===== src/verilog/fcs_pkg.sv =====
/*
  Shared constants for the flash command and status host controller:
  register map, field positions, bus-cycle timing and flash status bits.
  Assumes a 25 MHz system clock and one parallel NOR flash on the pins.
*/
`default_nettype none

package fcs_pkg;

  // Timing
  localparam int CLK_NS = 40;
  // Least strobe low time, rounded up to whole cycles
  localparam int STROBE_NS = 80;
  localparam logic [3:0] STROBE_CYC = 4'((STROBE_NS + CLK_NS - 1) / CLK_NS);

  // Widths
  localparam int AW = 20;
  localparam int DW = 16;

  // Register offsets (byte addresses)
  localparam logic [7:0] OFF_CTRL = 8'h00;
  localparam logic [7:0] OFF_ADDR = 8'h04;
  localparam logic [7:0] OFF_WDATA = 8'h08;
  localparam logic [7:0] OFF_STATUS = 8'h0C;
  localparam logic [7:0] OFF_RDATA = 8'h10;

  // Field positions
  localparam int CTRL_GO = 0;
  localparam int CTRL_OP_LSB = 1;
  localparam int STAT_BUSY = 0;
  localparam int STAT_FAIL = 1;
  localparam int STAT_RDY = 2;
  localparam int STAT_DONE = 3;

  // Flash status bits on the data bus
  localparam int POLL_BIT = 7;
  localparam int TOG1_BIT = 6;
  localparam int TIMEOUT_BIT = 5;

  // Values
  localparam logic [15:0] RESET_CMD = 16'h00F0;
  localparam logic [19:0] ADDR_RST = 20'h00000;
  localparam logic [15:0] DATA_RST = 16'h0000;
  localparam logic [1:0] RESP_OKAY = 2'h0;
  localparam logic [1:0] RESP_SLVERR = 2'h2;

  typedef enum logic [1:0]
  {
    OP_WRITE = 2'b00,
    OP_READ = 2'b01,
    OP_TPOLL = 2'b10,
    OP_DPOLL = 2'b11
  } fcs_op_e;

endpackage

`default_nettype wire


===== src/verilog/fcs_cycle.sv =====
/*
  One flash bus cycle (read or write) on the parallel pins.
  Assumes the flash latches address on the later falling strobe and data
  on the earlier rising strobe; inputs are synchronous to i_clk.
*/
`timescale 1ns/1ps
`default_nettype none

module fcs_cycle
(
  input wire logic i_clk,
  input wire logic i_reset,
  input wire logic i_start,
  input wire logic i_write,
  input wire logic [fcs_pkg::AW-1:0] i_addr,
  input wire logic [fcs_pkg::DW-1:0] i_wdata,
  input wire logic [fcs_pkg::DW-1:0] i_dq,
  output logic o_done,
  output logic [fcs_pkg::DW-1:0] o_rdata,
  output logic [fcs_pkg::AW-1:0] o_addr,
  output logic [fcs_pkg::DW-1:0] o_dq,
  output logic o_dq_oe_n,
  output logic o_ce_n,
  output logic o_we_n,
  output logic o_oe_n
);
  import fcs_pkg::*;

  typedef enum logic [1:0]
  {
    C_IDLE = 2'b00,
    C_SETUP = 2'b01,
    C_STRB = 2'b10,
    C_HOLD = 2'b11
  } fcs_cyc_e;

  typedef struct packed {
    fcs_cyc_e st;
    logic [3:0] cnt;
    logic wr;
    logic done;
    logic [DW-1:0] rdata;
    logic [AW-1:0] addr;
    logic [DW-1:0] dq;
    logic dq_oe_n;
    logic ce_n;
    logic we_n;
    logic oe_n;
  } fcs_cyc_s;

  fcs_cyc_s cur_ff;
  fcs_cyc_s nxt_cur;

  ////////////////////////////////////////////////////////////////////////
  always_comb
  begin
    nxt_cur = cur_ff;
    nxt_cur.done = 1'b0;
    case (cur_ff.st)
      C_IDLE:
      begin
        if (i_start)
        begin
          // Address and data settle a full cycle before write or output enable falls; chip select falls with them
          nxt_cur.addr = i_addr;
          nxt_cur.wr = i_write;
          nxt_cur.dq = i_wdata;
          nxt_cur.dq_oe_n = ~i_write;
          nxt_cur.ce_n = 1'b0;
          nxt_cur.st = C_SETUP;
        end
      end
      C_SETUP:
      begin
        nxt_cur.we_n = ~cur_ff.wr;
        nxt_cur.oe_n = cur_ff.wr;
        nxt_cur.cnt = STROBE_CYC - 4'h1;
        nxt_cur.st = C_STRB;
      end
      C_STRB:
      begin
        if (cur_ff.cnt == 4'h0)
        begin
          // Sample while output enable is still low
          if (!cur_ff.wr)
          begin
            nxt_cur.rdata = i_dq;
          end
          nxt_cur.we_n = 1'b1;
          nxt_cur.oe_n = 1'b1;
          nxt_cur.st = C_HOLD;
        end
        else
        begin
          nxt_cur.cnt = cur_ff.cnt - 4'h1;
        end
      end
      C_HOLD:
      begin
        // Data held through the strobe rise, released with chip select
        nxt_cur.ce_n = 1'b1;
        nxt_cur.dq_oe_n = 1'b1;
        nxt_cur.done = 1'b1;
        nxt_cur.st = C_IDLE;
      end
      default:
      begin
        nxt_cur.st = C_IDLE;
      end
    endcase
  end

  always_ff @(posedge i_clk)
  begin
    if (i_reset)
    begin
      cur_ff <= '{st: C_IDLE, cnt: 4'h0, wr: 1'b0, done: 1'b0,
                 rdata: DATA_RST, addr: ADDR_RST, dq: DATA_RST,
                 dq_oe_n: 1'b1, ce_n: 1'b1, we_n: 1'b1, oe_n: 1'b1};
    end
    else
    begin
      cur_ff <= nxt_cur;
    end
  end

  assign o_done = cur_ff.done;
  assign o_rdata = cur_ff.rdata;
  assign o_addr = cur_ff.addr;
  assign o_dq = cur_ff.dq;
  assign o_dq_oe_n = cur_ff.dq_oe_n;
  assign o_ce_n = cur_ff.ce_n;
  assign o_we_n = cur_ff.we_n;
  assign o_oe_n = cur_ff.oe_n;
endmodule

`default_nettype wire


===== src/verilog/fcs_host.sv =====
/*
  Host controller for a parallel NOR flash: software orders single bus
  cycles or a status poll through AXI4-Lite registers; the poll follows
  the toggle or polling-bit algorithm and ends in a clean data read, or in a reset command write on timeout.
  Assumes one flash on the pins and an external pull-up on ready/busy.
*/
// Contract
// - Host issues command cycles as writes
// - Only reset leaves ID or timeout state
// - Host gives bank address on ID read
// - Bypass program only after bypass entry
// - Host polls bit 7 at program address
// - Erase polls low, high when done; sector address
// - Host rereads after bit 7 shows data
`timescale 1ns/1ps
`default_nettype none

module fcs_host
(
  input wire logic i_clk,
  input wire logic i_reset,
  input wire logic [7:0] i_awaddr,
  input wire logic i_awvalid,
  output logic o_awready,
  input wire logic [31:0] i_wdata,
  input wire logic [3:0] i_wstrb,
  input wire logic i_wvalid,
  output logic o_wready,
  output logic [1:0] o_bresp,
  output logic o_bvalid,
  input wire logic i_bready,
  input wire logic [7:0] i_araddr,
  input wire logic i_arvalid,
  output logic o_arready,
  output logic [31:0] o_rdata,
  output logic [1:0] o_rresp,
  output logic o_rvalid,
  input wire logic i_rready,
  output logic [fcs_pkg::AW-1:0] o_flash_addr,
  input wire logic [fcs_pkg::DW-1:0] i_flash_dq,
  output logic [fcs_pkg::DW-1:0] o_flash_dq,
  output logic o_flash_dq_oe_n,
  output logic o_flash_ce_n,
  output logic o_flash_we_n,
  output logic o_flash_oe_n,
  input wire logic i_ready_busy_out
);
  import fcs_pkg::*;

  typedef enum logic [2:0]
  {
    S_IDLE = 3'b000,
    S_SINGLE = 3'b001,
    S_RD1 = 3'b010,
    S_RD2 = 3'b011,
    S_RECHK = 3'b100,
    S_FINAL = 3'b101,
    S_RESET = 3'b110
  } fcs_seq_e;

  typedef struct packed {
    fcs_seq_e st;
    fcs_op_e op;
    logic [AW-1:0] addr;
    logic [DW-1:0] wdata;
    logic [DW-1:0] first;
    logic [DW-1:0] rdata;
    logic busy;
    logic fail;
    logic done;
    logic go;
    logic wait_e;
    logic awready;
    logic wready;
    logic aw_have;
    logic w_have;
    logic [7:0] awaddr;
    logic [31:0] wd;
    logic [3:0] ws;
    logic bvalid;
    logic [1:0] bresp;
    logic arready;
    logic rvalid;
    logic [1:0] rresp;
    logic [31:0] rd;
  } fcs_host_s;

  fcs_host_s cur_ff;
  fcs_host_s nxt_cur;
  logic e_done;
  logic [DW-1:0] e_rdata;
  logic e_write;
  logic [DW-1:0] e_wdata;

  // Byte-lane merge for partial register writes
  function automatic logic [31:0] merge(input logic [31:0] old_v,
                                        input logic [31:0] new_v,
                                        input logic [3:0] strb);
    logic [31:0] res;
    res = old_v;
    for (int i = 0; i < 4; i++)
    begin
      if (strb[i])
      begin
        res[8*i +: 8] = new_v[8*i +: 8];
      end
    end
    return res;
  endfunction

  ////////////////////////////////////////////////////////////////////////
  // Reset cycle after a failed poll, otherwise the ordered cycle
  assign e_write = (cur_ff.st == S_RESET) ||
                   (cur_ff.st == S_SINGLE && cur_ff.op == OP_WRITE);
  assign e_wdata = (cur_ff.st == S_RESET) ? RESET_CMD : cur_ff.wdata;

  fcs_cycle u_cycle
  (
    .i_clk(i_clk),
    .i_reset(i_reset),
    .i_start(cur_ff.go),
    .i_write(e_write),
    .i_addr(cur_ff.addr),
    .i_wdata(e_wdata),
    .i_dq(i_flash_dq),
    .o_done(e_done),
    .o_rdata(e_rdata),
    .o_addr(o_flash_addr),
    .o_dq(o_flash_dq),
    .o_dq_oe_n(o_flash_dq_oe_n),
    .o_ce_n(o_flash_ce_n),
    .o_we_n(o_flash_we_n),
    .o_oe_n(o_flash_oe_n)
  );

  ////////////////////////////////////////////////////////////////////////
  always_comb
  begin
    logic [31:0] wv;
    logic [31:0] av;
    logic [31:0] dv;
    wv = merge(32'h00000000, cur_ff.wd, cur_ff.ws);
    av = merge({12'h000, cur_ff.addr}, cur_ff.wd, cur_ff.ws);
    dv = merge({16'h0000, cur_ff.wdata}, cur_ff.wd, cur_ff.ws);
    nxt_cur = cur_ff;
    nxt_cur.go = 1'b0;

    // Write channel: address and data taken in either order
    if (i_awvalid && cur_ff.awready)
    begin
      nxt_cur.aw_have = 1'b1;
      nxt_cur.awaddr = i_awaddr;
    end
    if (i_wvalid && cur_ff.wready)
    begin
      nxt_cur.w_have = 1'b1;
      nxt_cur.wd = i_wdata;
      nxt_cur.ws = i_wstrb;
    end
    if (cur_ff.bvalid && i_bready)
    begin
      nxt_cur.bvalid = 1'b0;
    end
    if (cur_ff.aw_have && cur_ff.w_have)
    begin
      nxt_cur.aw_have = 1'b0;
      nxt_cur.w_have = 1'b0;
      nxt_cur.bvalid = 1'b1;
      nxt_cur.bresp = RESP_OKAY;
      case (cur_ff.awaddr)
        OFF_CTRL:
        begin
          // Orders while busy are dropped to keep the sequence intact
          if (wv[CTRL_GO] && !cur_ff.busy)
          begin
            nxt_cur.op = fcs_op_e'(wv[CTRL_OP_LSB +: 2]);
            nxt_cur.busy = 1'b1;
            nxt_cur.fail = 1'b0;
            nxt_cur.done = 1'b0;
            nxt_cur.st = (wv[CTRL_OP_LSB +: 2] == OP_WRITE ||
                          wv[CTRL_OP_LSB +: 2] == OP_READ) ? S_SINGLE : S_RD1;
          end
        end
        OFF_ADDR:
        begin
          if (!cur_ff.busy)
          begin
            nxt_cur.addr = av[AW-1:0];
          end
        end
        OFF_WDATA:
        begin
          if (!cur_ff.busy)
          begin
            nxt_cur.wdata = dv[DW-1:0];
          end
        end
        OFF_STATUS, OFF_RDATA: ;
        default: nxt_cur.bresp = RESP_SLVERR;
      endcase
    end
    nxt_cur.awready = !nxt_cur.aw_have && !nxt_cur.bvalid;
    nxt_cur.wready = !nxt_cur.w_have && !nxt_cur.bvalid;

    // Read channel
    if (cur_ff.rvalid && i_rready)
    begin
      nxt_cur.rvalid = 1'b0;
    end
    if (i_arvalid && cur_ff.arready)
    begin
      nxt_cur.rvalid = 1'b1;
      nxt_cur.rresp = RESP_OKAY;
      nxt_cur.rd = 32'h00000000;
      case (i_araddr)
        OFF_CTRL: nxt_cur.rd[CTRL_OP_LSB +: 2] = cur_ff.op;
        OFF_ADDR: nxt_cur.rd[AW-1:0] = cur_ff.addr;
        OFF_WDATA: nxt_cur.rd[DW-1:0] = cur_ff.wdata;
        OFF_STATUS:
        begin
          nxt_cur.rd[STAT_BUSY] = cur_ff.busy;
          nxt_cur.rd[STAT_FAIL] = cur_ff.fail;
          nxt_cur.rd[STAT_RDY] = i_ready_busy_out;
          nxt_cur.rd[STAT_DONE] = cur_ff.done;
        end
        OFF_RDATA: nxt_cur.rd[DW-1:0] = cur_ff.rdata;
        default: nxt_cur.rresp = RESP_SLVERR;
      endcase
    end
    nxt_cur.arready = !nxt_cur.rvalid;

    // Flash sequencer: one bus cycle per state visit
    if (cur_ff.st != S_IDLE && !cur_ff.wait_e)
    begin
      nxt_cur.go = 1'b1;
      nxt_cur.wait_e = 1'b1;
    end
    else if (cur_ff.wait_e && e_done)
    begin
      nxt_cur.wait_e = 1'b0;
      case (cur_ff.st)
        S_SINGLE:
        begin
          nxt_cur.rdata = e_rdata;
          nxt_cur.busy = 1'b0;
          nxt_cur.done = 1'b1;
          nxt_cur.st = S_IDLE;
        end
        S_RD1:
        begin
          nxt_cur.first = e_rdata;
          if (cur_ff.op == OP_TPOLL)
          begin
            nxt_cur.st = S_RD2;
          end
          else if (e_rdata[POLL_BIT] == cur_ff.wdata[POLL_BIT])
          begin
            nxt_cur.st = S_FINAL;
          end
          else if (e_rdata[TIMEOUT_BIT])
          begin
            nxt_cur.st = S_RECHK;
          end
        end
        S_RD2:
        begin
          nxt_cur.first = e_rdata;
          if (e_rdata[TOG1_BIT] == cur_ff.first[TOG1_BIT])
          begin
            nxt_cur.st = S_FINAL;
          end
          else if (e_rdata[TIMEOUT_BIT])
          begin
            nxt_cur.st = S_RECHK;
          end
        end
        S_RECHK:
        begin
          // Status may settle just as the timeout bit rises
          if ((cur_ff.op == OP_TPOLL &&
               e_rdata[TOG1_BIT] == cur_ff.first[TOG1_BIT]) ||
              (cur_ff.op == OP_DPOLL &&
               e_rdata[POLL_BIT] == cur_ff.wdata[POLL_BIT]))
          begin
            nxt_cur.st = S_FINAL;
          end
          else
          begin
            nxt_cur.st = S_RESET;
          end
        end
        S_FINAL:
        begin
          // Extra read: low bits may lag bit 7 at completion
          nxt_cur.rdata = e_rdata;
          nxt_cur.busy = 1'b0;
          nxt_cur.done = 1'b1;
          nxt_cur.st = S_IDLE;
        end
        S_RESET:
        begin
          nxt_cur.busy = 1'b0;
          nxt_cur.fail = 1'b1;
          nxt_cur.done = 1'b1;
          nxt_cur.st = S_IDLE;
        end
        default: nxt_cur.st = S_IDLE;
      endcase
    end
  end

  always_ff @(posedge i_clk)
  begin
    if (i_reset)
    begin
      cur_ff <= '{st: S_IDLE, op: OP_WRITE, addr: ADDR_RST,
                 wdata: DATA_RST, first: DATA_RST, rdata: DATA_RST,
                 awready: 1'b1, wready: 1'b1, arready: 1'b1,
                 awaddr: 8'h00, wd: 32'h00000000, ws: 4'h0,
                 bresp: RESP_OKAY, rresp: RESP_OKAY, rd: 32'h00000000,
                 default: 1'b0};
    end
    else
    begin
      cur_ff <= nxt_cur;
    end
  end

  assign o_awready = cur_ff.awready;
  assign o_wready = cur_ff.wready;
  assign o_bvalid = cur_ff.bvalid;
  assign o_bresp = cur_ff.bresp;
  assign o_arready = cur_ff.arready;
  assign o_rvalid = cur_ff.rvalid;
  assign o_rresp = cur_ff.rresp;
  assign o_rdata = cur_ff.rd;
endmodule

`default_nettype wire


===== config.mk =====
export PLATFORM = sky130hd
export DESIGN_NAME = fcs_host
export DESIGN_NICKNAME = d
export VERILOG_FILES = /design/src/verilog/fcs_pkg.sv /design/src/verilog/fcs_cycle.sv /design/src/verilog/fcs_host.sv
export SDC_FILE = /design/constraint.sdc
export NUM_CORES = 1
export LEC_CHECK = 0
export CAP_MARGIN = 20
export CORE_ASPECT_RATIO = 0.6
export CORE_MARGIN = 2
export CORE_UTILIZATION = 45
export CTS_CLUSTER_DIAMETER = 200
export DETAILED_ROUTE_END_ITERATION = 12
export DONT_BUFFER_PORTS = 1
export PLACE_DENSITY = 0.63
export SLEW_MARGIN = 20
export SYNTH_ARGS = -nofsm -noshare
export SYNTH_HDL_FRONTEND = slang
export SYNTH_SLANG_ARGS = --single-unit

===== constraint.sdc =====
create_clock -name i_clk -period 2.1 [get_ports i_clk]
set_input_delay 0.525 -clock i_clk [delete_from_list [all_inputs] [get_ports i_clk]]
set_output_delay 0.525 -clock i_clk [all_outputs]
set_load 0.01 [all_outputs]

# [Yosys cells after proc, flatten, opt, wreduce, memory -nomap -nowiden]
# Index checks and enable logic that the tools add are counted.
# Widths: inputs -> output; s select.
[word_totals] register_bits=204 in_bits=76 wordCells=177
[op_classes] addsub=1 eq_ne=25 mux=57 n_bitwise=4 reduce_logical=52
[ops] operator="$mux 16" count=3
[ops] operator="$mux 41" count=1
[ops] operator="$mux 20" count=2
[ops] operator="$mux 3" count=13
[ops] operator="$pmux 12 s3" count=1
[ops] operator="$mux 35" count=1
[ops] operator="$eq 8x4->1 const B" count=4
[ops] operator="$mux 8" count=4
[ops] operator="$reduce_and 4->1" count=5
[ops] operator="$eq 8x3->1 const B" count=2
[ops] operator="$eq 8x5->1 const B" count=2
[ops] operator="$logic_not 8->1" count=2
[ops] operator="$mux 2" count=8
[ops] operator="$logic_and 1x1->1" count=14
[ops] operator="$mux 4" count=3
[ops] operator="$reduce_and 3->1" count=4
[ops] operator="$mux 1" count=11
[ops] operator="$mux 5" count=2
[ops] operator="$pmux 2 s5" count=1
[ops] operator="$reduce_and 2->1" count=5
[ops] operator="$reduce_or 5->1" count=2
[ops] operator="$eq 3x3->1 const B" count=3
[ops] operator="$pmux 3 s3" count=1
[ops] operator="$eq 2x2->1 const B" count=4
[ops] operator="20 further kinds" count=41

# [Depth between registers and ports, before layout]
[depth] word_depth=13 mapped_depth=9 ltp_nobuf=6

# [Cells and area by module]
# A second synthesis with hierarchy kept.
[hier_totals] cells_unflattened=966 area_unflattened_um2=8336.7
[modules_own_cells] module="fcs_host" instances=1 cells_each=615 area_per_inst_um2=5360.1
[modules_own_cells] module="fcs_cycle" instances=1 cells_each=351 area_per_inst_um2=2976.6

# [Worst setup path after synthesis]
# No wires, ideal clock.
[synth_timing] path_kind="input to register" startpoint="input i_araddr[2]" endpoint="register cur_ff, in the netlist o_rdata[2]" arrival_ns=1.715 slack_ns=0.253 stages=4 n_path_buf=1 path_cell_list="clkbuf_1 mux4_2 a221oi_1 nor3_1"
[synth_between] elab_chain_cells=2
[synth_lines] element="start: declaration" line_no="fcs_host.sv:32" rtl="input wire logic [7:0] i_araddr,"
[synth_lines] element="$eq 8x5->1, or another cell as far along" line_no="fcs_host.sv:215" rtl="case (i_araddr)"
[synth_lines] element="$pmux 2 s5 *" line_no="fcs_host.sv:215"
[synth_lines] element="end signal: assignment" line_no="fcs_host.sv:316" rtl="cur_ff <= '{st: S_IDLE, op: OP_WRITE, addr: ADDR_RST,"
[synth_lines] element="end signal: assignment" line_no="fcs_host.sv:325" rtl="cur_ff <= nxt_cur;"
[synth_lines] element="end: declaration" line_no="fcs_host.sv:88" rtl="fcs_host_s cur_ff;"
# Every way passes the cells marked *; elsewhere a longest branch is shown, timed or not.
# A chain may end at the register's enable or synchronous reset.

# [Worst setup path after layout]
[layout_timing] startpoint="register u_cycle.cur_ff[58] (netlist name)" endpoint="register u_cycle.cur_ff, in the netlist u_cycle.o_rdata[12]"
[layout_between] elab_chain_cells=2
[layout_lines] element="start: declaration" line_no="fcs_cycle.sv:51" rtl="fcs_cyc_s cur_ff;"
[layout_lines] element="start signal: assignment" line_no="fcs_cycle.sv:117" rtl="cur_ff <= '{st: C_IDLE, cnt: 4'h0, wr: 1'b0, done: 1'b0,"
[layout_lines] element="start signal: assignment" line_no="fcs_cycle.sv:123" rtl="cur_ff <= nxt_cur;"
[layout_lines] element="$logic_not 4->1" line_no="fcs_cycle.sv:82" rtl="if (cur_ff.cnt == 4'h0)"
[layout_lines] element="$reduce_and 3->1 (no source line)"
# No other way between the ends.

==> out/results.tsv <==
metric	value	unit
status	complete, no violations	
rsz0062_at_grt	no	
via_per_inst	5.416	
yosysTopAreaCell	dfxtp_1	
fp.dieArea	19320	sq um
slowest_delay	0.38	ns
clock-sinks	187	
drive_gt1_share	7.880	%
drtPass1Iterations	5	
floorplan.initialDensity	45.67	%
crit_fanout	16	
synth_top_cells_by_count	187 x dfxtp_1, 170 x nand2_1, 138 x a21oi_1	
synth_seq_cells	187	
fmaxAchievable	532.8	MHz
clockBufferDepth	2	
syn_area_per_cell	8.388	sq um
antenna_found_initial	0	
yosysSeqAreaShare	45.73	%
htree_num_levels	4	
period_share	89.37	%
io_pins	157	
yosysMostFrequentCell	dfxtp_1	
power.internal	5.416	mW
cts-resized-gates	0	
crit_buf_inv	2	
netlist.area_leader.share	45.73	%
cts_setup_buffers	0	
portBuffers	0	
cts_root_buf	clkbuf_16	
n_antenna_cell	0	
power.share.clock	42.0	%
start_kind	flip-flop	
synthCells	976	
place.gp.congestion	0.8552	
p_per_area	869.7	nW/um^2
wirelength	20700	microns
setup_violations	0	
ys_types	59	
synthTopCellsByArea	dfxtp_1 46%, a21oi_1 8.4%, nand2_1 7.8%, buf_4 6.7%, mux2i_1 4.3%	
cp_data_arrival_time	2.19	ns
synth_edf_count	0	
cap_violations	0	
clkTransAtPathRegs	0.07	ns
ys.flop_type	dfxtp_1	
cp_slowest_cell	or3b_1	
critPathRequiredTime	2.41	ns
area_delta_synth_final	2.812	%
first_iter_violations	467	
fin_area	8417	sq um
ctsHoldBuffers	0	
p_switching	1.905	mW
async_reset_ff_share	0	%
grt_pass1_wl	32410	microns
syn_area	8187	sq um
worstPathCellList	inv_1, ha_1, or3b_1, nor3b_2, buf_12, mux2i_1, nor2_1	
critPathTopFamily	simple AND/OR/NAND/NOR gates	
rows	38	
skew	0.009785	ns
clk_latency	0.43	ns
vdd_ir_drop_max	0.5726	mV
hold_path_class	in2reg	
cts_tree	built	
min_period	1.877	ns
worstSetupEndpointType	flip-flop	
final_antenna_net_count	0	
grt_max_degree	180	
slew_headroom	39.63	%
track_usage	21.96	%
swShare	26.02	%
p_leak	2.974	nW
final_nets	970	
die_h	108.5	microns
p_comb_share	6.7	%
drv_slew	0	
first_global_vias	5657	
drc	0	
fp.coreArea	17920	sq um
die_width	178.1	microns
via_count	6180	
worst_pin_slew	0.9036	ns
post_dp_cell_area	7863	sq um
wl_per_cell	18.14	microns
power_frac_seq	51.2	%
gr-total-overflow	0	
numCtsBuffers	17	
hpwlAfterDp	14650	microns
ys.warnings.count	0	
worstSetupPathType	reg2reg	
setup_tns	0	ns
hold_violations	0	
-- sequential cells by signal, indices dropped and copies added, names as in the netlist, 7 cells and up --
name and count:
o_rdata 20, u_cycle.o_addr 20, u_cycle.o_rdata 16, u_cycle.cur_ff 7, cur_ff 96, u_cycle.o_dq 16
-- cells by family after synthesis --
kind of cell / Yosys count / share of synthesized area, %
simple gates: 382 / 22.68
compound gates: 206 / 14.08
flops: 187 / 45.73
buf+inv: 147 / 10.50
mux: 42 / 5.517
fa+ha+maj: 6 / 0.9170
xor+xnor: 5 / 0.5349
other cells: 1 / 0.04581
-- layer usage --
layer | routed length, microns | vias up | track usage [%]
met1 | 10430 | 2904 | 32.14
li1 | - | 3081 | -
met3 | 2139 | 21 | 9.353
met4 | 245 | 0 | 5.562
met2 | 7881 | 174 | 29.01
met5 | 0 | - | 0
-- cell usage in the layout, fill, tap and decap left out, types with 14 or more instances in the layout --
cell       Yosys  final
clkbuf_16      0     17
buf_4         73     14
nand3b_1      25     25
a21oi_1      138    138
dfxtp_1      187    187
nand2_1      170    170
o21ai_0       26     26
nor2_1        58     58
conb_1         1     14
mux2i_1       35     35
and2_1        15     15
nor3_1        21     21
nand3_1       47     47
-- power groups by stage --
stage               clock network [mW]  logic (mW)  registers, mW
floorplan                            0       0.488           3.79
global placement                     0       0.485           3.83
detailed placement                   0       0.493           3.83
CTS                               3.14       0.496           3.75
global route                      3.30       0.565           3.76
finish                            3.08       0.493           3.75
-- path summary, 6_finish.rpt --
path | depth (start not counted) | slack (ns) | to | from
worst max-delay path | 7 | 0.22 | u_cycle.o_rdata[12]$_SDFFE_PP0P_ | u_cycle.cur_ff[58]$_SDFFE_PP0P_
worst min-delay path | 1 | 0.16 | u_cycle.o_addr[5]$_SDFFE_PP0P_ | i_reset
worst max register to register | 7 | 0.22 | u_cycle.o_rdata[12]$_SDFFE_PP0P_ | u_cycle.cur_ff[58]$_SDFFE_PP0P_
worst min register to register | 2 | 0.45 | cur_ff[107]$_SDFFE_PP0P_ | u_cycle.o_rdata[15]$_SDFFE_PP0P_
-- worst reg2reg max path, delay by kind of cell (launching register included) --
family                     cells  cell delay [ns]
adders and majority gates      1             0.16
muxes                          1             0.21
and+or+nand+nor                3             0.75
DFF                            1             0.33
buffers and inverters          2             0.30
-- layout make-up --
cell class,instances,area [sq um]
Fill cell,1775,9508
Sequential cell,187,3744
Multi-Input combinational cell,655,3632
Clock buffer,17,425.4
Tap cell,240,300.3
Timing Repair Buffer,16,145.1
Clock inverter,15,128.9
Inverter,11,41.29
-- per-stage QoR --
stage | util, % | worst slack (ns) | power, mW | hold WS [ns] | std cells
after floorplan | - | 0.2535 | 4.280 | 0.4312 | 989
after global placement | 43.86 | 0.1808 | 4.315 | 0.4358 | 1109
after detailed placement | 43.86 | 0.1856 | 4.326 | 0.4445 | 1109
after CTS | 46.96 | 0.2446 | 7.382 | 0.1622 | 1141
after global routing | 46.96 | 0.1023 | 7.628 | 0.1556 | 1141
final | 46.96 | 0.2233 | 7.320 | 0.1639 | 1141
Note: power is estimated with default switching activity, not from simulation.
